$ cat src/hdl/fwp_pkg.sv
package fwp_pkg;
    // bus and flash widths
    localparam int WB_AW  = 8;
    localparam int WB_DW  = 32;
    localparam int ADDR_W = 20;
    localparam int DATA_W = 16;

    // register byte offsets on the wishbone side
    localparam logic [7:0] REG_CTRL  = 8'h00;
    localparam logic [7:0] REG_ADDR  = 8'h04;
    localparam logic [7:0] REG_WDATA = 8'h08;
    localparam logic [7:0] REG_CMD   = 8'h0C;
    localparam logic [7:0] REG_STAT  = 8'h10;
    localparam logic [7:0] REG_RDATA = 8'h14;

    // control field positions and reset value
    localparam int CTRL_W       = 3;
    localparam int CTRL_WP_BIT  = 0;
    localparam int CTRL_HV_BIT  = 1;
    localparam int CTRL_RST_BIT = 2;
    localparam logic [CTRL_W-1:0] CTRL_RESET_VAL = 3'h1;

    // status field positions
    localparam int STAT_BUSY    = 0;
    localparam int STAT_SECURED = 1;
    localparam int STAT_SUPPLY  = 2;
    localparam int STAT_REFUSED = 3;
    localparam int STAT_FACTORY = 4;

    // command field in the command register
    localparam int OP_W = 3;

    // timing at the system clock rate
    localparam int CLK_PERIOD_PS = 5000;
    localparam int T_WE_NS       = 35;
    localparam int T_ACC_NS      = 70;
    localparam int T_GAP_NS      = 20;
    localparam int SYNC_LAT      = 4;
    localparam int PIN_LAT       = 1;

    // least times round up, never below one cycle
    function automatic int cyclesCeil(input int ns);
        int c;
        c = (ns * 1000 + CLK_PERIOD_PS - 1) / CLK_PERIOD_PS;
        return (c < 1) ? 1 : c;
    endfunction

    localparam int WE_CYC  = cyclesCeil(T_WE_NS);
    localparam int ACC_CYC = cyclesCeil(T_ACC_NS);
    localparam int GAP_CYC = cyclesCeil(T_GAP_NS);
    localparam int RD_CYC  = ACC_CYC + SYNC_LAT + PIN_LAT;
    localparam int CNT_W   = 8;

    // standard command-set cycles
    localparam logic [ADDR_W-1:0] UNLOCK_ADDR1 = 20'h00555;
    localparam logic [ADDR_W-1:0] UNLOCK_ADDR2 = 20'h002AA;
    localparam logic [ADDR_W-1:0] ID_ADDR      = 20'h00003;
    localparam logic [DATA_W-1:0] UNLOCK_DATA1 = 16'h00AA;
    localparam logic [DATA_W-1:0] UNLOCK_DATA2 = 16'h0055;
    localparam logic [DATA_W-1:0] CMD_PROGRAM  = 16'h00A0;
    localparam logic [DATA_W-1:0] CMD_ERASE    = 16'h0080;
    localparam logic [DATA_W-1:0] CMD_SECTOR   = 16'h0030;
    localparam logic [DATA_W-1:0] CMD_ENTER    = 16'h0088;
    localparam logic [DATA_W-1:0] CMD_AUTOSEL  = 16'h0090;
    localparam logic [DATA_W-1:0] CMD_EXIT     = 16'h0000;
    localparam logic [DATA_W-1:0] CMD_RESET    = 16'h00F0;
    localparam int INDICATOR_BIT = 7;

    // two outer 8 Kbyte sectors span 8K words; secured region 64 Kbytes = 32K words
    localparam int BOOT_LO = 13;
    localparam int SEC_LO  = 15;

    typedef enum logic [OP_W-1:0] {
        OP_READ   = 3'h0,
        OP_WRITE  = 3'h1,
        OP_PROG   = 3'h2,
        OP_ERASE  = 3'h3,
        OP_ENTER  = 3'h4,
        OP_EXIT   = 3'h5,
        OP_RESET  = 3'h6,
        OP_IDREAD = 3'h7
    } fwp_op_t;

    typedef enum logic [2:0] {
        ST_IDLE   = 3'h0,
        ST_SETUP  = 3'h1,
        ST_STROBE = 3'h2,
        ST_HOLD   = 3'h3,
        ST_GAP    = 3'h4
    } fwp_state_t;
endpackage

$ cat src/hdl/fwp_controller.sv
`timescale 1ns/1ps
module fwp_controller
    import fwp_pkg::*;
#(
    parameter bit TOP_BOOT = 1'b0
) (
    input  wire logic              sys_clk,
    input  wire logic              srst,
    input  wire logic              cyc_i,
    input  wire logic              stb_i,
    input  wire logic              we_i,
    input  wire logic [WB_AW-1:0]  adr_i,
    input  wire logic [3:0]        sel_i,
    input  wire logic [WB_DW-1:0]  dat_i,
    output logic      [WB_DW-1:0]  dat_o,
    output logic                   ack_o,
    output logic                   flashCeN,
    output logic                   flashOeN,
    output logic                   flashWeN,
    output logic      [ADDR_W-1:0] flashAddr,
    output logic      [DATA_W-1:0] flashDataOut,
    output logic                   flashDataOe,
    input  wire logic [DATA_W-1:0] flashDataIn,
    output logic                   flashResetN,
    output logic                   flashHvReq,
    output logic                   protectAccelPinN,
    input  wire logic              supplyLowIn
);
    logic [CTRL_W-1:0] ctrl_q;
    logic [ADDR_W-1:0] addr_q;
    logic [DATA_W-1:0] wdata_q;
    logic [DATA_W-1:0] rdata_q;
    fwp_op_t           op_q;
    fwp_state_t        state_q;
    fwp_state_t        state_d;
    logic [CNT_W-1:0]  cnt_q;
    logic [CNT_W-1:0]  cnt_d;
    logic [2:0]        step_q;
    logic              secured_q;
    logic              factory_q;
    logic              refused_q;
    logic              rstPin_q;
    logic [DATA_W:0]   syncLevel;

    // pins from the flash side are not on our clock
    fwp_pin_sync #(
        .WIDTH(DATA_W + 1)
    ) u_sync (
        .sys_clk(sys_clk),
        .srst   (srst),
        .pinIn  ({supplyLowIn, flashDataIn}),
        .level  (syncLevel)
    );

    // lockout and read data kept separate
    wire              supplyLowS = syncLevel[DATA_W];
    wire [DATA_W-1:0] dataInS    = syncLevel[DATA_W-1:0];

    // wishbone decode; write lands on the edge that sees ack
    wire        wbReq    = cyc_i & stb_i;
    wire        wbWrite  = wbReq & we_i & ack_o;
    wire [31:0] laneMask = {{8{sel_i[3]}}, {8{sel_i[2]}}, {8{sel_i[1]}}, {8{sel_i[0]}}};
    wire        hitCtrl  = adr_i == REG_CTRL;
    wire        hitAddr  = adr_i == REG_ADDR;
    wire        hitWdata = adr_i == REG_WDATA;
    wire        hitCmd   = adr_i == REG_CMD;
    wire        hitStat  = adr_i == REG_STAT;
    wire        hitRdata = adr_i == REG_RDATA;
    wire        cmdWrite = wbWrite & hitCmd & sel_i[0];
    wire [31:0] ctrlNew  = ({29'h0, ctrl_q} & ~laneMask) | (dat_i & laneMask);
    wire [31:0] addrNew  = ({12'h0, addr_q} & ~laneMask) | (dat_i & laneMask);
    wire [31:0] wdataNew = ({16'h0, wdata_q} & ~laneMask) | (dat_i & laneMask);
    wire        busy     = state_q != ST_IDLE;
    wire [31:0] statWord = {27'h0, factory_q, refused_q, supplyLowS, secured_q, busy};
    wire [31:0] rdWord   = hitCtrl  ? {29'h0, ctrl_q} :
                           hitAddr  ? {12'h0, addr_q} :
                           hitWdata ? {16'h0, wdata_q} :
                           hitStat  ? statWord :
                           hitRdata ? {16'h0, rdata_q} : 32'h0;

    // outer pair is the lowest or the highest 8K words
    wire [ADDR_W-BOOT_LO-1:0] bootField = addr_q[ADDR_W-1:BOOT_LO];
    wire bootHit = TOP_BOOT ? (&bootField) : ~(|bootField);
    // region window is 32K words over the boot end
    // serial words sit inside this window
    wire [ADDR_W-SEC_LO-1:0] secField = addr_q[ADDR_W-1:SEC_LO];
    wire secHit = TOP_BOOT ? (&secField) : ~(|secField);

    fwp_op_t newOp;
    assign newOp = fwp_op_t'(dat_i[OP_W-1:0]);
    wire isModify = (newOp == OP_PROG) | (newOp == OP_ERASE);
    wire wpLow    = ~ctrl_q[CTRL_WP_BIT];
    wire inReset  = ctrl_q[CTRL_RST_BIT];
    // pin low means outer boot sectors never written
    // same holds while the reset pin carries high voltage
    wire bootGuard = isModify & bootHit & wpLow & ~secured_q;
    // a factory-locked region is never written
    wire lockGuard = isModify & secured_q & factory_q;
    // in region mode program, erase and read touch only the region window
    wire winGuard  = secured_q & (isModify | (newOp == OP_READ)) & ~secHit;
    // nothing is sent below the lockout threshold
    // nor while the supply is still coming up
    wire refuse  = busy | supplyLowS | inReset | bootGuard | lockGuard | winGuard;
    wire start   = cmdWrite & ~refuse;
    wire abort   = supplyLowS | inReset;

    // one bus cycle of the current step: {read, last, address, data}
    function automatic logic [ADDR_W+DATA_W+1:0] stepOf(
        input fwp_op_t           op,
        input logic [2:0]        idx,
        input logic [ADDR_W-1:0] a,
        input logic [DATA_W-1:0] d
    );
        logic [ADDR_W+DATA_W+1:0] s;
        s = {1'b0, 1'b1, a, CMD_RESET};
        // every program, erase or mode change opens with the unlock pair
        if (op != OP_READ && op != OP_WRITE && op != OP_RESET && idx == 3'h0) begin
            s = {1'b0, 1'b0, UNLOCK_ADDR1, UNLOCK_DATA1};
        end else if (op != OP_READ && op != OP_WRITE && op != OP_RESET && idx == 3'h1) begin
            s = {1'b0, 1'b0, UNLOCK_ADDR2, UNLOCK_DATA2};
        end else begin
            case (op)
                OP_READ:  s = {1'b1, 1'b1, a, d};
                // raw cycles carry the protect algorithm in region mode
                OP_WRITE: s = {1'b0, 1'b1, a, d};
                // plain program only, accelerate and bypass never used
                OP_PROG:  s = (idx == 3'h2) ? {1'b0, 1'b0, UNLOCK_ADDR1, CMD_PROGRAM}
                                            : {1'b0, 1'b1, a, d};
                OP_ERASE: begin
                    case (idx)
                        3'h2:    s = {1'b0, 1'b0, UNLOCK_ADDR1, CMD_ERASE};
                        3'h3:    s = {1'b0, 1'b0, UNLOCK_ADDR1, UNLOCK_DATA1};
                        3'h4:    s = {1'b0, 1'b0, UNLOCK_ADDR2, UNLOCK_DATA2};
                        default: s = {1'b0, 1'b1, a, CMD_SECTOR};
                    endcase
                end
                OP_ENTER: s = {1'b0, 1'b1, UNLOCK_ADDR1, CMD_ENTER};
                OP_EXIT:  s = (idx == 3'h2) ? {1'b0, 1'b0, UNLOCK_ADDR1, CMD_AUTOSEL}
                                            : {1'b0, 1'b1, a, CMD_EXIT};
                OP_IDREAD: begin
                    case (idx)
                        3'h2:    s = {1'b0, 1'b0, UNLOCK_ADDR1, CMD_AUTOSEL};
                        3'h3:    s = {1'b1, 1'b0, ID_ADDR, d};
                        default: s = {1'b0, 1'b1, a, CMD_RESET};
                    endcase
                end
                default:  s = {1'b0, 1'b1, a, CMD_RESET};
            endcase
        end
        return s;
    endfunction

    wire [ADDR_W+DATA_W+1:0] step = stepOf(op_q, step_q, addr_q, wdata_q);
    wire              stRead = step[ADDR_W+DATA_W+1];
    wire              stLast = step[ADDR_W+DATA_W];
    wire [ADDR_W-1:0] stAddr = step[ADDR_W+DATA_W-1:DATA_W];
    wire [DATA_W-1:0] stData = step[DATA_W-1:0];
    wire              cntZero = cnt_q == '0;
    wire              stepEnd = (state_q == ST_GAP) & cntZero;
    wire              opDone  = stepEnd & stLast;
    wire              sample  = (state_q == ST_STROBE) & cntZero & stRead;

    // bus-cycle sequencer: setup, strobe, hold, gap per step
    always_comb begin
        state_d = state_q;
        cnt_d   = cntZero ? cnt_q : cnt_q - 1'b1;
        case (state_q)
            ST_IDLE:   if (start) state_d = ST_SETUP;
            ST_SETUP: begin
                state_d = ST_STROBE;
                cnt_d   = stRead ? CNT_W'(RD_CYC - 1) : CNT_W'(WE_CYC - 1);
            end
            ST_STROBE: if (cntZero) state_d = ST_HOLD;
            ST_HOLD: begin
                state_d = ST_GAP;
                cnt_d   = CNT_W'(GAP_CYC - 1);
            end
            ST_GAP:    if (cntZero) state_d = stLast ? ST_IDLE : ST_SETUP;
            default:   state_d = ST_IDLE;
        endcase
        // lockout drops the cycle in flight
        if (abort) state_d = ST_IDLE;
    end

    always_ff @(posedge sys_clk) begin
        if (srst) begin
            state_q <= ST_IDLE;
            cnt_q   <= '0;
            step_q  <= '0;
        end else begin
            state_q <= state_d;
            cnt_q   <= cnt_d;
            step_q  <= (start | opDone) ? 3'h0 : step_q + {2'h0, stepEnd};
        end
    end

    // software registers
    always_ff @(posedge sys_clk) begin
        if (srst) begin
            ctrl_q  <= CTRL_RESET_VAL;
            addr_q  <= '0;
            wdata_q <= '0;
            op_q    <= OP_READ;
        end else begin
            if (wbWrite & hitCtrl) ctrl_q <= ctrlNew[CTRL_W-1:0];
            if (wbWrite & hitAddr & ~busy) addr_q <= addrNew[ADDR_W-1:0];
            if (wbWrite & hitWdata & ~busy) wdata_q <= wdataNew[DATA_W-1:0];
            if (start) op_q <= newOp;
        end
    end

    // region mode and indicator tracking
    always_ff @(posedge sys_clk) begin
        if (srst) begin
            secured_q <= 1'b0;
            factory_q <= 1'b0;
            refused_q <= 1'b0;
            rdata_q   <= '0;
            rstPin_q  <= 1'b0;
        end else begin
            rstPin_q <= inReset;
            if (cmdWrite) refused_q <= refuse;
            if (sample) rdata_q <= dataInS;
            // indicator one marks a factory-locked region
            if (sample & (op_q == OP_IDREAD)) factory_q <= dataInS[INDICATOR_BIT];
            // reset pulse or lost supply leaves region mode
            if ((inReset & ~rstPin_q) | supplyLowS) begin
                secured_q <= 1'b0;
            end else if (opDone & (op_q == OP_ENTER)) begin
                // boot addresses now reach the region
                secured_q <= 1'b1;
            end else if (opDone & (op_q == OP_EXIT)) begin
                secured_q <= 1'b0;
            end
        end
    end

    // pins registered from the state decode so they never glitch
    always_ff @(posedge sys_clk) begin
        if (srst) begin
            flashCeN     <= 1'b1;
            flashOeN     <= 1'b1;
            flashWeN     <= 1'b1;
            flashAddr    <= '0;
            flashDataOut <= '0;
            flashDataOe  <= 1'b0;
        end else begin
            flashCeN     <= ~(state_q inside {ST_SETUP, ST_STROBE, ST_HOLD});
            // strobe only with select low and output enable high
            flashWeN     <= ~((state_q == ST_STROBE) & ~stRead);
            flashOeN     <= ~((state_q == ST_STROBE) & stRead);
            flashAddr    <= stAddr;
            flashDataOut <= stData;
            flashDataOe  <= (state_q inside {ST_SETUP, ST_STROBE, ST_HOLD}) & ~stRead;
        end
    end

    // high voltage request starts temporary unprotect
    // dropping it restores the former protection
    // pin high lets the stored protection govern
    always_ff @(posedge sys_clk) begin
        if (srst) begin
            flashResetN      <= 1'b0;
            flashHvReq       <= 1'b0;
            protectAccelPinN <= 1'b1;
            ack_o            <= 1'b0;
            dat_o            <= '0;
        end else begin
            flashResetN      <= ~inReset;
            flashHvReq       <= ctrl_q[CTRL_HV_BIT] & ~inReset;
            protectAccelPinN <= ctrl_q[CTRL_WP_BIT];
            ack_o            <= wbReq & ~ack_o;
            if (wbReq & ~ack_o) dat_o <= rdWord;
        end
    end
endmodule

$ cat src/hdl/fwp_pin_sync.sv
`timescale 1ns/1ps
module fwp_pin_sync #(
    parameter int WIDTH = 1
) (
    input  wire logic             sys_clk,
    input  wire logic             srst,
    input  wire logic [WIDTH-1:0] pinIn,
    output logic      [WIDTH-1:0] level
);
    logic [WIDTH-1:0] s1_q;
    logic [WIDTH-1:0] s2_q;
    logic [WIDTH-1:0] s3_q;

    // three stages; a bit moves only when stages two and three agree
    always_ff @(posedge sys_clk) begin
        if (srst) begin
            s1_q  <= '0;
            s2_q  <= '0;
            s3_q  <= '0;
            level <= '0;
        end else begin
            s1_q  <= pinIn;
            s2_q  <= s1_q;
            s3_q  <= s2_q;
            level <= (s2_q & s3_q) | (level & (s2_q ^ s3_q));
        end
    end
endmodule

$ cat config.mk
export PLATFORM = sky130hd
export DESIGN_NAME = fwp_controller
export DESIGN_NICKNAME = d
export VERILOG_FILES = /design/src/hdl/fwp_pkg.sv /design/src/hdl/fwp_controller.sv /design/src/hdl/fwp_pin_sync.sv
export SDC_FILE = /design/constraint.sdc
export NUM_CORES = 1
export LEC_CHECK = 0
export BUFFER_PORTS_ARGS = -buffer_cell sky130_fd_sc_hd__buf_2
export CAP_MARGIN = 20
export CORE_ASPECT_RATIO = 0.6
export CORE_MARGIN = 2
export CORE_UTILIZATION = 56
export DETAILED_ROUTE_END_ITERATION = 6
export GPL_ROUTABILITY_DRIVEN = 1
export PLACE_DENSITY = 0.79
export SYNTH_ARGS = -nofsm -noshare
export SYNTH_HDL_FRONTEND = slang
export SYNTH_HIERARCHICAL = 1
export SYNTH_SLANG_ARGS = --single-unit
$ cat constraint.sdc
create_clock -name sys_clk -period 2.25 [get_ports sys_clk]
set_input_delay 0.1125 -clock sys_clk [delete_from_list [all_inputs] [get_ports sys_clk]]
set_output_delay 0.1125 -clock sys_clk [all_outputs]
set_load 0.01 [all_outputs]
Word level (Yosys, flattened, before mapping)
Cells that the tools add are included.

Input port bits: 66. Register bits: 220. Output and inout port bits: 76. Logic and storage cells: 169.

Muxes and demuxes: 22. Reduce and logical (&&, ||, !) cells: 22. Eq/ne operators: 27. Bitwise operators: 65. Add/subtract/negate cells: 2.

Operators by type and width (count): $pmux W38 S7 (1); $pmux W37 S3 (1); $mux W38 (2); $pmux W38 S2 (1); $mux W37 (2); $mux W16 (3); $and A20 B20 Y20 (2); $mux W20 (2); $and A17 B17 Y17 (2); $and A1 B1 Y1 (31); $eq A3 B2 Y1 const B (8); $not A20 Y20 (1); $or A20 B20 Y20 (1); $or A17 B17 Y17 (1); $xor A17 B17 Y17 (1); $and A16 B16 Y16 (1); $eq A8 B4 Y1 const B (2); $eq A8 B5 Y1 const B (2); $logic_not A8 Y1 (2); $or A16 B16 Y16 (1); $pmux W8 S2 (1); $eq A3 B3 Y1 const B (5); $pmux W3 S5 (1); $logic_not A3 Y1 (4); other kinds (23) (60).

Depth between registers and ports, before layout
Gate-level depths: netlist (run 1).

Depth in word-level cells: 12. Mapped depth: 8. Mapped depth without buffers: 8.

By module
The synthesis (run 1) kept the hierarchy.

By module, submodules not included: fwp_controller (cells an instance 776, seq. area each 2802.7 um^2, area each 6518.8 um^2, times used 1); fwp_pin_sync (cells an instance 177, seq. area each 1361.3 um^2, area each 2092.0 um^2, times used 1).

Worst setup path before layout (run 1)
OpenSTA, ideal clock, no wires.

Path type: register to register. Start point: reg cnt_q[0]. End point: reg step_q[2]. Stages on the path, launching flop included: 9. Library setup time: 0.149 ns. Slack: 0.326 ns. Period minus slack after synthesis: 1.924 ns. Arrival: 1.775 ns. Buffers on the path: 0. Data required time: 2.101 ns. Cell sequence: dfxtp_1 > inv_1 > ha_1 > or3b_1 > nor3b_2 > ha_1 > ha_1 > xnor2_1 > a211oi_1.

Cells in the longest elaborated chain, start to end: 5. Elaborated cells on any way between the ends: 6. Classes of those cells: add/sub: 1; bitwise: 3; reduce/logical: 2.

RTL lines: from (decl) (line fwp_controller.sv:36) `logic [CNT_W-1:0] cnt_q;`; from (signal assigned) (line fwp_controller.sv:192) `cnt_q <= cnt_d;`; $logic_not A8 Y1 (*) (line fwp_controller.sv:158) `wire cntZero = cnt_q == '0;`; $and A1 B1 Y1 (*) (line fwp_controller.sv:159) `wire stepEnd = (state_q == ST_GAP) & cntZero;`; branches (longest 3 deep; another with $add A3 B1 Y3); to (signal assigned) (line fwp_controller.sv:193) `step_q <= (start | opDone) ? 3'h0 : step_q + {2'h0, stepEnd};`; to (decl) (line fwp_controller.sv:38) `logic [2:0] step_q;`.

Mark *: on every way between the ends. A chain may end at the register's enable or synchronous reset.

Final worst setup path (run 1)
Start point: reg op_q[1]. End point: reg flashAddr[19].

Cells in the longest elaborated chain, start to end: 5. Elaborated cells on any way between the ends: 16. Classes of those cells: eq/ne: 8; mux: 1; reduce/logical: 7.

RTL lines: from (decl) (line fwp_controller.sv:33) `fwp_op_t op_q;`; from (signal assigned) (line fwp_controller.sv:208) `if (start) op_q <= newOp;`; $ne A3 B1 Y1 or $reduce_bool A3 Y1 (tied branches) (line fwp_controller.sv:117, fwp_controller.sv:119); $logic_and A1 B1 Y1 (2 in series) (line fwp_controller.sv:117, fwp_controller.sv:119); $logic_and A1 B1 Y1 (on tied branches) (line fwp_controller.sv:117, fwp_controller.sv:119); $reduce_or A3 Y1 (no line); to (signal assigned) (line fwp_controller.sv:252) `flashAddr <= stAddr;`; to (decl) (line fwp_controller.sv:20) `output logic [ADDR_W-1:0] flashAddr,`.

Several ways; a longest one is shown, not always the timed one.

==> flow_results.org, run 1 <==
** Logic synthesis
- After synthesis, the most frequently instantiated cells are dfxtp_1 (208), a21oi_1 (118), nand2_1 (83).
- Yosys attributes the largest share of cell area to dfxtp_1 (48%), a21oi_1 (6.9%), nor2b_1 (4.4%).
- Sequential fraction of the synthesis area :: 48.4%
- Yosys cell types :: 72
- The cell area that synthesis handed to floorplanning was ~8600 um2.
- The most used flip-flop cell after synthesis is dfxtp_1.
- Number of instances in the synthesized netlist :: 953
- In this run the biggest area consumer among cell types represents 48.4% of the synthesized area.
- Yosys instantiated no cell more often than dfxtp_1.
- For this run, the number of Yosys warnings is 6.
- Top cell type by total area after synthesis :: dfxtp_1
- EDFF count, synth :: 0
- Average instance area after synthesis :: 9.04 um2
- In this run, synthesis produced a sequential element count of about 210.
- Synth async-reset ratio :: 0%

** Route
- Detail-routed net length per standard cell :: 17.5 um
- First-pass iteration count of the detailed router :: 6
- For this block, the via count after detailed routing is 7747.
- # DRC :: 0
- First DRT Iteration DRCs :: between 900 and 1000
- After detailed routing, the total wire length is 23.3 mm.
- Residual antenna-violating net count after detailed routing :: 0
- Routed vias/inst :: 5.82

** Worst setup path
- Launch point of the worst path :: op_q[1]
- The largest individual stage delay along the critical path comes from the cell nand3_1.
- Crit start category :: flip-flop
- Traced cell by cell, the critical path runs through buf_4 -> o211ai_1 -> nand3_1 -> nor3b_1.
- The worst register-to-register path ends at flashAddr[19].
- The critical path is of the flip-flop to flip-flop type.
- Largest stage delay on the critical path :: between 0.4 and 0.5 ns
- STA classifies the critical path endpoint as a flip-flop.
- Cell type group with the largest total delay on the critical path :: simple AND/OR/NAND/NOR gates
- At the worst endpoint, the required time is 2.64 ns.
- Data arrives at the worst endpoint at around 2.5 ns.
- Largest driver fanout on the critical path :: 19
- Crit path buf inv count :: 1
- Worst R2R Setup Slack :: ~0.18 ns
- R2r worst-path depth :: 4
- Startpoint of the lowest-slack register-to-register path :: op_q[1]

** STA
- Max Freq :: 0.484 GHz
- Setup total negative slack on the finished layout was measured at 0 ns.
- Period utilisation layout :: 91.8%
- The final count of pins violating max slew was 0.
- At the pin with the least slew margin, the transition time is 0.738 ns.
- The worst path in the final design needs a cycle of 2.07 ns, including I/O delays and setup.
- Final hold violation count :: 0
- On the final layout, the worst clock skew is 0.00689 ns.
- Final setup slack of the worst path :: 0.185 ns
- RSZ-0062 raised after global routing :: false
- The worst pin sits at a relative slew slack of 50.1%.
- Count of endpoints failing setup in the final report :: 0

** CTS
- In this run, CTS created clock tree buffers numbering 20.
- Clock-pin slew of the registers on the worst-case setup and hold paths :: 0.07 ns
- Number of levels the H-tree was split into :: 1
- Clk sink count :: 208
- TritonCTS built the clock tree.
- CTS placed an instance of clkbuf_16 at the clock tree root.
- Post-cts sizing count :: 0
- In this run the deepest clock path goes through 3 buffers.
- The clock reaches the later pin of the worst-skew pair after 0.49 ns.

** Floorplanning
- Once the floorplan was initialized, standard cells occupied 56.7% of the core.
- The floorplan step defined a core boundary enclosing 15200 um2.
- In this run the horizontal extent of the chip is 164 um.
- Die Span Y :: 100 um
- The die covers 16400 um2.
- Row count :: 35
- # IOs :: around 140

** Place
- Counting tap cells, the placed design contains a total of roughly 1300 instances.
- The HPWL after detailed placement is 16.2 mm.
- Final weighted congestion in routability-driven placement :: ~0.92
- Worst slack, placed :: between 0.2 and 0.3 ns
- The count of buffers added on input and output ports is between 100 and 150.

** Layout
- Layout cell share with drive strength beyond 1 :: 18.4%
- After the last flow step, the layout net total stands at 1200.
- The repair_antennas step left the layout with diodes totalling 0.
- Number of non-filler instances in the completed layout :: ~1300
- Compared with the post-synthesis result, the final layout area differs by 23.1%.
- The layout has 1173 filler cells.

** Global routing
- Entering global routing, the biggest net connects 95 pins.
- Global-route layer with the greatest usage :: met1
- Met1 usage in global routing :: 43.8%
- Total track usage :: around 28%
- Number of antenna violations at the first check in global routing :: 0
- Aggregate global routing overflow :: 0
- Global routing consumed, on the met2 layer, 39.4% of the routing resources.
- Via count of the first global-routing pass :: 6876
- Global routing met3 resource utilization :: 5.17%
- The first global-routing pass estimated 36.3 mm of wire.

** Outcome
- The run finished with clean final reports.

** Run
- Across the run, the number of max-cap violations was 0.

** Pwr
- Leakage :: 0.00424 uW
- PD cells :: 785 nW/um2
- The worst-case IR drop observed on VDD is 0.624 mV.

** Min path
- The path class of the tightest hold or removal check is input port to flip-flop.
- In this run the most critical hold path is launched from sel_i[1].
- Number of instances on the worst hold path :: 3
-- where the power goes --
part           leakage (uW)  internal, uW  switching [uW]
logic               0.00221           371             491
clock network      0.000341          2170            1430
registers           0.00169          3780            78.3
total               0.00424          6320            2000
-- how the worst max path moves through the flow --
stage | end | slack, ns | depth (start not counted)
finish | flashAddr[19] | 0.18 | 4
detailed placement | step_q[2] | 0.28 | 8
floorplan | step_q[2] | 0.33 | 8
global placement | rdata_q[9] | 0.36 | 5
global route | step_q[1] | 0.04 | 5
CTS | flashAddr[19] | 0.25 | 4
-- through the flow --
step | total power [uW] | utilization, % | instance area (um2) | hold slack (ns)
after detailed placement | 4720 | 62.3 | 9470 | 0.326
after CTS | 8330 | 69.8 | 10600 | 0.0336
after global placement | 4710 | 62.3 | 9470 | 0.321
after global routing | 8620 | 69.8 | 10600 | 0.0687
after floorplan | 4510 | - | 8650 | 0.241
final | 8320 | 69.8 | 10600 | 0.0488
-- cell type report --
type | instances | area [um2] | share of cell area [%]
tap | 203 | 254 | 2.40
sequential | 208 | 4160 | 39.3
inverter | 22 | 82.6 | 0.779
clock inverter | 9 | 138 | 1.30
clock buffer | 27 | 578 | 5.45
timing repair buffer | 201 | 1350 | 12.7
multi-input combinational | 661 | 4040 | 38.1
-- metal layers --
metal	vias up	part of all wire (%)	wire [um]
met4	0	1.1	247
met1	3618	47	10900
met5	-	0	0
met3	25	11	2580
met2	424	41	9500
li1	3680	-	-
-- logic make-up (layout without fill, tap and decap cells) --
logic type	after synthesis	in the layout	share of synthesized area, %
xor+xnor	8	8	0.814
buf+inv	95	259	5.26
other cells	1	12	0.0436
simple gates	341	341	22.0
mux	28	28	3.28
flops	208	208	48.4
compound gates	252	252	17.4
fa+ha+maj	20	20	2.91
-- cells in the final DEF (no fill, tap or decap), types with 6 or more instances in the layout --
master	Yosys	final
and2_1	14	14
buf_4	16	43
inv_1	20	20
nand3_1	50	50
nor2_1	46	46
conb_1	1	12
nand4_1	7	7
nor3_1	12	12
o211ai_1	7	7
a21o_1	6	6
a21boi_0	11	11
dfxtp_1	208	208
nand2_1	83	83
mux2i_1	26	26
nor2b_1	61	61
dlygate4sd3_1	0	41
clkbuf_16	0	21
buf_2	11	115
nand2b_1	6	6
o21ai_0	58	58
ha_1	20	20
a21oi_1	118	118
nor3b_1	17	17
o41ai_1	12	12
-- repair_timing --
item / 4_1_cts / 5_1_grt
endpoints found under the hold margin: 65 / 0
setup buffers: 0 / 0
hold buffers: 41 / 0
-- worst reg2reg max path, cell delays in order, from the launching register on --
cell and delay [ns]:
dfxtp_1 0.44, buf_4 0.27, o211ai_1 0.44, nand3_1 0.45
nor3b_1 0.36
(Power assumes the default switching activity.)
==> run 2: changes to the inputs <==
--- a/config.mk
+++ b/config.mk
@@ -12,6 +12,7 @@
 export CORE_UTILIZATION = 56
 export DETAILED_ROUTE_END_ITERATION = 6
 export GPL_ROUTABILITY_DRIVEN = 1
+export GPL_TIMING_DRIVEN = 0
 export PLACE_DENSITY = 0.79
 export SYNTH_ARGS = -nofsm -noshare
 export SYNTH_HDL_FRONTEND = slang
==> flow_results.org, run 2 (synthesis gave the netlist of run 1 again) <==
** Outcome
- Run status :: finished clean (unchanged)

** Layout
- Most common library cell in the layout ignoring fill and taps :: dfxtp_1 (unchanged)
- Number of non-filler instances in the completed layout :: 1356 (was 1331)
- Highest-count cells in the layout ignoring fill and taps :: dfxtp_1 (208), buf_2 (124), a21oi_1 (117) (was dfxtp_1 (208), a21oi_1 (118), buf_2 (115))
- The area growth from synthesis to layout was 22.6% (was 23.1%).
- The filler cell count in the final layout is 1171 (was 1173).
- The fraction of final layout cells sized beyond drive strength 1 came to 17.6% (was 18.4%).
- Post-layout net count :: 1229 (was 1200)
- The number of antenna diodes came to 0 (unchanged).

** Pwr
- The total power was 7880 uW (was 8320 uW).
- Peak ir drop on the vdd network :: 0.591 mV (was 0.624 mV)
- The total power density per cell area was 746 nW/um2 (was 785 nW/um2).
- Leakage :: 0.00420 uW (was 0.00424 uW)

** STA
- Period utilisation layout :: 98.5% (was 91.8%)
- The final count of pins violating max slew was 0 (unchanged).
- The setup-violating endpoint count in the final report is 0 (unchanged).
- Worst slew slack as a fraction of its limit :: 25.9% (was 50.1%)
- The post-route clock skew came to 0.00914 ns (was 0.00689 ns).
- Max Freq :: 0.451 GHz (was 0.484 GHz)
- Crit path time final :: 2.22 ns (was 2.07 ns)
- The transition time at the pin with the least slew margin is 1.10 ns (was 0.738 ns).
- RSZ-0062 raised after global routing :: false (unchanged)
- Final hold violation count :: 0 (unchanged)

** Min path
- Number of instances on the worst hold path :: 3 (unchanged)
- Hold WC Path Type :: input port to flip-flop (unchanged)
- Hold path startpoint :: sel_i[1] (unchanged)

** Place
- The detailed placer's ending HPWL is 18.4 mm (was 16.2 mm).
- Number of buffers added on ports :: 113 (was 116)
- The count of placed standard cells including taps came to 1280 (was 1254).
- The placer congestion estimate was 0.978 (was 0.921).

** Route
- Residual antenna-violating net count after detailed routing :: 0 (unchanged)
- # DRC :: 0 (unchanged)
- First DRT Iteration DRCs :: 830 (was 931)
- The wire length per cell after detailed routing is 18.6 um (was 17.5 um).
- The mean number of vias per cell was 5.81 (was 5.82).
- The total number of vias came to 7878 (was 7747).
- The post-detailed-routing wire length came to 25.2 mm (was 23.3 mm).
- The iteration count of the initial detailed-routing pass came to 5 (was 6).

** CTS
- The TritonCTS clock tree was yes (unchanged).
- Clock-pin slew of the registers on the worst-case setup and hold paths :: 0.07 ns (about the same)
- Number of levels the H-tree was split into :: 1 (unchanged)
- TritonCTS Buffers :: 19 (was 20)
- The clock root buffer master is clkbuf_16 (unchanged).
- The latest clock arrival within the worst-skew pair is 0.49 ns (about the same).
- The buffer depth of the longest clock path is 3 (unchanged).
- The TritonCTS sink count is 208 (unchanged).

** Worst setup path
- Largest stage delay on the critical path :: 0.50 ns (was 0.45 ns)
- The startpoint class of the critical path was a flip-flop (unchanged).
- The endpoint arrival time on the critical path is 2.56 ns (was 2.45 ns).
- R2r worst-path depth :: 6 (was 4)
- The required time at the worst-slack endpoint came to 2.59 ns (was 2.64 ns).
- The number of buffer and inverter stages on the critical path was 2 (was 1).
- The highest net fanout along the worst path was 10 (was 19).
- The cell with the biggest individual delay on the critical path was dfxtp_1 (was nand3_1).
- Among the stages of the critical path, the cell type that occurs most often is clkbuf_1.
- Cell type group with the largest total delay on the critical path :: buffers and inverters (was simple AND/OR/NAND/NOR gates)
- The startpoint of the most critical setup path is step_q[1] (was op_q[1]).
- Startpoint of the lowest-slack register-to-register path :: step_q[1] (was op_q[1])
- Critical Path End Type :: flip-flop (unchanged)
- Logic depth of the worst path, buffers included :: 6 (was 4)
- Crit-path cells :: clkbuf_1 -> clkbuf_1 -> o21a_1 -> nor2_1 -> o31ai_1 -> a31oi_1 (was buf_4 -> o211ai_1 -> nand3_1 -> nor3b_1)
- Critical path start-end classification :: flip-flop to flip-flop (unchanged)

** Floorplanning
- Initial standard-cell utilization of the core :: 56.7% (unchanged)
- The placement row count is 35 (unchanged).
- Floorplan core area :: 15200 um2 (unchanged)
- # IOs :: 142 (unchanged)
- Chip Width :: 164 um (unchanged)
- The die area was 16400 um2 (unchanged).
- The floorplan die height was 100 um (unchanged).

** Global routing
- The first-pass GRT wire length is 37.9 mm (was 36.3 mm).
- The largest net degree at the start of global routing is 16 (was 95).
- Total track usage :: 29.9% (was 27.8%)
- The overall overflow remaining after global route came to 0 (unchanged).
- Via count of the first global-routing pass :: 6877 (was 6876)
- The number of antenna violations at the first check in global routing is 0 (unchanged).

** Run
- The max-cap violation count is 0 (unchanged).
==> run 2: cell count changes in the layout (fill, tap and decap cells not counted), sizes merged <==
| cell | delta |
|---|---|
| bufinv | -3 |
| buf | -7 |
| clkinv | +2 |
| clkinvlp | -3 |
| dlygate4sd3 | -3 |
| inv | -1 |
| clkbuf | +40 |
==> run 2: final cells by class <==
class / count / area (um2) / area share (%)
Timing Repair Buffer: 158 / 998 / 9.46
Multi-Input combinational cell: 661 / 4090 / 38.7
Inverter: 22 / 82.6 / 0.782
Clock buffer: 27 / 566 / 5.36
Clock inverter: 4 / 27.5 / 0.261
Tap cell: 203 / 254 / 2.41
Buffer: 73 / 374 / 3.54
Sequential cell: 208 / 4160 / 39.5
==> run 2: worst reg2reg max path: cells and delay by family, from the launching register on <==
family,cells,cell delay (ns)
AOI/OAI and AO/OA,3,0.66
and+or+nand+nor,1,0.04
DFF,1,0.50
buffers and inverters,2,0.88
==> run 2: where the power goes <==
group	internal (uW)	switching, uW	leakage (uW)	total, uW
registers	3780	69.4	0.00169	3850
logic	370	540	0.00222	910
clock network	1750	1370	0.000296	3110
total	5900	1970	0.00420	7880
==> run 2: path summary, 6_finish.rpt <==
check / to / slack [ns]
max: flashDataOut[5] / 0.03
min: flip-flop / 0.05
max reg2reg: flashDataOut[5] / 0.03
min reg2reg: u_sync/s2_q[14] / 0.43
==> run 2: per-layer routing <==
metal	vias up	global-route usage, %	routed length (um)
li1	3734	-	-
met5	-	2.42	0
met2	469	38.5	9310
met1	3627	47.1	12100
met3	48	9.34	3260
met4	0	7.02	553
==> run 2: stage by stage <==
| stage | area [um2] | hold slack (ns) | setup slack, ns | util (%) | setup TNS, ns |
|---|---|---|---|---|---|
| after floorplan | 8650 | 0.241 | 0.326 | - | 0 |
| after global placement | 9470 | 0.319 | -0.123 | 62.3 | -0.141 |
| after detailed placement | 9470 | 0.325 | -0.0406 | 62.3 | -0.160 |
| after CTS | 10500 | 0.0300 | 0.00466 | 68.9 | 0 |
| after global routing | 10600 | 0.0548 | 0.00202 | 69.5 | 0 |
| final | 10600 | 0.0509 | 0.0328 | 69.5 | 0 |
==> run 2: what timing repair did <==
action | in CTS | in global routing
hold endpoints to repair | 58 | 0
hold buffers | 38 | 0
gates resized for setup | 2 | 14
pin swaps | 1 | 2
setup endpoints to repair | 21 | 54
setup buffers | 1 | 6
==> run 3: changes to the inputs <==
--- a/config.mk
+++ b/config.mk
@@ -9,12 +9,14 @@
 export CAP_MARGIN = 20
 export CORE_ASPECT_RATIO = 0.6
 export CORE_MARGIN = 2
-export CORE_UTILIZATION = 56
+export CORE_UTILIZATION = 58
+export CTS_BUF_LIST = sky130_fd_sc_hd__clkbuf_2 sky130_fd_sc_hd__clkbuf_4 sky130_fd_sc_hd__clkbuf_8
 export DETAILED_ROUTE_END_ITERATION = 6
 export GPL_ROUTABILITY_DRIVEN = 1
 export GPL_TIMING_DRIVEN = 0
-export PLACE_DENSITY = 0.79
+export PLACE_DENSITY = 0.82
 export SYNTH_ARGS = -nofsm -noshare
 export SYNTH_HDL_FRONTEND = slang
 export SYNTH_HIERARCHICAL = 1
 export SYNTH_SLANG_ARGS = --single-unit
+export TNS_END_PERCENT = 10
==> flow_results.org, run 3 (synthesis gave the netlist of run 1 again) <==
** Floorplanning
- The starting density of the core is 59.4% (was 56.7%).
- Row count :: 34 (was 35)
- Chip Width :: 161 um (was 164 um)
- Floorplan core area :: 14500 um2 (was 15200 um2)
- Area of the die :: 15900 um2 (was 16400 um2)
- The I/O pin total came to 142 (unchanged).
- The floorplan die height was 98.4 um (was 100 um).

** STA
- The post-layout minimum cycle time was 2.13 ns (was 2.22 ns).
- The final count of pins violating max slew was 0 (unchanged).
- The post-route clock skew was 0.0152 ns (was 0.00914 ns).
- The transition time at the pin with the least slew margin came to 0.919 ns (was 1.10 ns).
- Worst Hold Margin :: 0.0469 ns (was 0.0509 ns)
- The fmax came to 0.469 GHz (was 0.451 GHz).
- Period utilisation layout :: 94.7% (was 98.5%)
- The setup-violating endpoint count in the final report was 0 (unchanged).
- RSZ-0062 raised after global routing :: true (was false)
- The final hold violation count is 0 (unchanged).
- Worst slew slack as a fraction of its limit :: 37.9% (was 25.9%)

** Worst setup path
- The setup slack on the worst flop-to-flop path came to 0.12 ns (was 0.03 ns).
- The cell with the biggest individual delay on the critical path is o21ai_2 (was dfxtp_1).
- Crit-path cells: clkbuf_1 -> nand3b_1 -> o211ai_1 -> o21ai_2 -> a21oi_1 (was clkbuf_1 -> clkbuf_1 -> o21a_1 -> nor2_1 -> o31ai_1 -> a31oi_1).
- Cell type group with the largest total delay on the critical path :: compound AO/OA/AOI/OAI gates (was buffers and inverters)
- Largest stage delay on the critical path :: 0.43 ns (was 0.50 ns)
- Critical path start-end classification :: flip-flop to flip-flop (unchanged)
- Largest driver fanout on the critical path :: 10 (unchanged)
- Crit path buf inv count :: 1 (was 2)
- The required time at the worst-slack endpoint came to 2.63 ns (was 2.59 ns).
- Crit start category :: flip-flop (unchanged)
- Critical Path End Type :: flip-flop (unchanged)
- Arrival time of the worst setup path :: 2.51 ns (was 2.56 ns)

** Pwr
- PD cells :: 741 nW/um2 (was 746 nW/um2)
- The reported leakage power was 0.00423 uW (was 0.00420 uW).
- Peak ir drop on the vdd network :: 0.639 mV (was 0.591 mV)

** Global routing
- Number of antenna violations at the first check in global routing :: 0 (unchanged)
- The via count of the first global-routing pass is 7329 (was 6877).
- Total track usage :: 32.2% (was 29.9%)
- Aggregate global routing overflow :: 0 (unchanged)
- The largest net degree at the start of global routing was 14 (was 16).
- First-pass GRT wire length :: 40.2 mm (was 37.9 mm)

** Place
- Final weighted congestion in routability-driven placement :: 0.972 (was 0.978)
- Number of buffers added on ports :: 113 (unchanged)
- Placed instance area :: 9470 um2 (about the same)
- Estimated wirelength of the detail-placed design :: 18.5 mm (was 18.4 mm)

** Layout
- The filler cell count in the final layout was 1093 (was 1171).
- Post-Layout Inst Area :: 10600 um2 (about the same)
- The fraction of final layout cells sized beyond drive strength 1 is 19.0% (was 17.6%).
- Highest-count cells in the layout ignoring fill and taps :: dfxtp_1 (208), buf_2 (124), a21oi_1 (117) (unchanged)
- The leading cell type in the layout, fill and taps excluded was dfxtp_1 (unchanged).
- The number of antenna diodes is 0 (unchanged).
- Post-layout net count :: 1238 (was 1229)
- The area growth from synthesis to layout came to 22.8% (was 22.6%).

** CTS
- The buffer depth of the longest clock path came to 3 (unchanged).
- The clock root buffer master is clkbuf_8 (was clkbuf_16).
- The clock-pin transition on the worst setup and hold timing paths was 0.06 ns (was 0.07 ns).
- Clock tree from TritonCTS :: yes (unchanged)
- The clock buffer count from CTS is 29 (was 19).
- Source-to-sink clock delay at the later pin of the worst-skew pair :: 0.54 ns (was 0.49 ns)
- The count of H-tree levels built during CTS came to 1 (unchanged).
- Clk sink count :: 208 (unchanged)

** Route
- The number of DRC violations after detailed-routing iteration 0 came to 969 (was 830).
- The iteration count of the initial detailed-routing pass is 5 (unchanged).
- The post-detailed-routing wire length is 25.9 mm (was 25.2 mm).
- The final antenna-violating net count is 0 (unchanged).
- Detail-routed net length per standard cell :: 18.9 um (was 18.6 um)
- Routed vias/inst :: 5.88 (was 5.81)
- Total vias in the final route :: 8039 (was 7878)
- The post-detailed-route DRC marker count came to 0 (unchanged).

** Min path
- The type of the worst min-delay path was input port to flip-flop (unchanged).

** Run
- The max-cap violation count is 0 (unchanged).

** Outcome
- Run status :: finished clean (unchanged)
run 3: changes by cell type in the layout (fill, tap and decap cells not counted), moves of 3 or more:
cell,before,now
buf_4,23,18
clkbuf_1,39,35
clkbuf_16,19,0
clkbuf_2,3,6
clkbuf_4,0,9
clkbuf_8,6,35
dlygate4sd3_1,38,42
run 3: through the flow:
stage | setup slack (ns) | instances | total power [uW] | utilization [%] | setup TNS, ns
2_1_floorplan | 0.326 | 964 | 4510 | - | 0
3_3_place_gp | -0.0283 | 1275 | 4710 | 65.2 | -0.0728
3_5_place_dp | -0.140 | 1275 | 4740 | 65.2 | -1.52
4_1_cts | 0.00593 | 1368 | 7790 | 72.5 | 0
5_1_grt | 0.00642 | 1368 | 8140 | 72.9 | 0
6_report | 0.120 | 1368 | 7830 | 72.9 | 0
run 3: what timing repair did:
item | in CTS | in global routing
setup endpoints to repair | 28 | 61
endpoints found under the hold margin | 63 | 0
hold buffers | 42 | 0
pin swaps | 1 | 0
gates resized for setup | 2 | 20
setup buffers | 2 | 0
run 3: final timing paths:
path,from,end,depth (start not counted)
worst max register to register,op_q[0],flashAddr[5],5
worst min register to register,u_sync/s1_q[4],u_sync/s2_q[4],1
worst max-delay path,op_q[0],flashAddr[5],5
worst min-delay path,srst,u_sync/s3_q[0],3
run 3: power by group:
group | internal (uW) | leakage [uW] | total [uW] | switching [uW]
Clock | 1660 | 0.000319 | 3040 | 1380
Sequential | 3780 | 0.00169 | 3860 | 70.6
Combinational | 376 | 0.00223 | 930 | 554
Total | 5820 | 0.00423 | 7830 | 2010
run 3: area by class of cell:
class	count	area (um2)	share of cell area, %
multi-input cells	661	4100	38.8
flip-flops and latches	208	4160	39.4
well taps	198	248	2.34
clock inverters	5	52.6	0.497
clock buffers	44	549	5.19
repair buffers	157	1000	9.47
inverters	22	82.6	0.781
plain buffers	73	378	3.57
run 3: tightest hold or removal path, delay by kind of cell:
family                 cells  cell delay, ns
AND/OR/NAND/NOR            1            0.06
buffers and inverters      2            0.37
run 3: metal layers:
| metal | part of all wire (%) | GRT usage [%] | routed length [um] |
|---|---|---|---|
| met5 | 0 | 2.42 | 0 |
| met4 | 1.6 | 6.94 | 412 |
| met3 | 12 | 8.67 | 3070 |
| met2 | 41 | 46.2 | 10700 |
| met1 | 45 | 48.1 | 11700 |
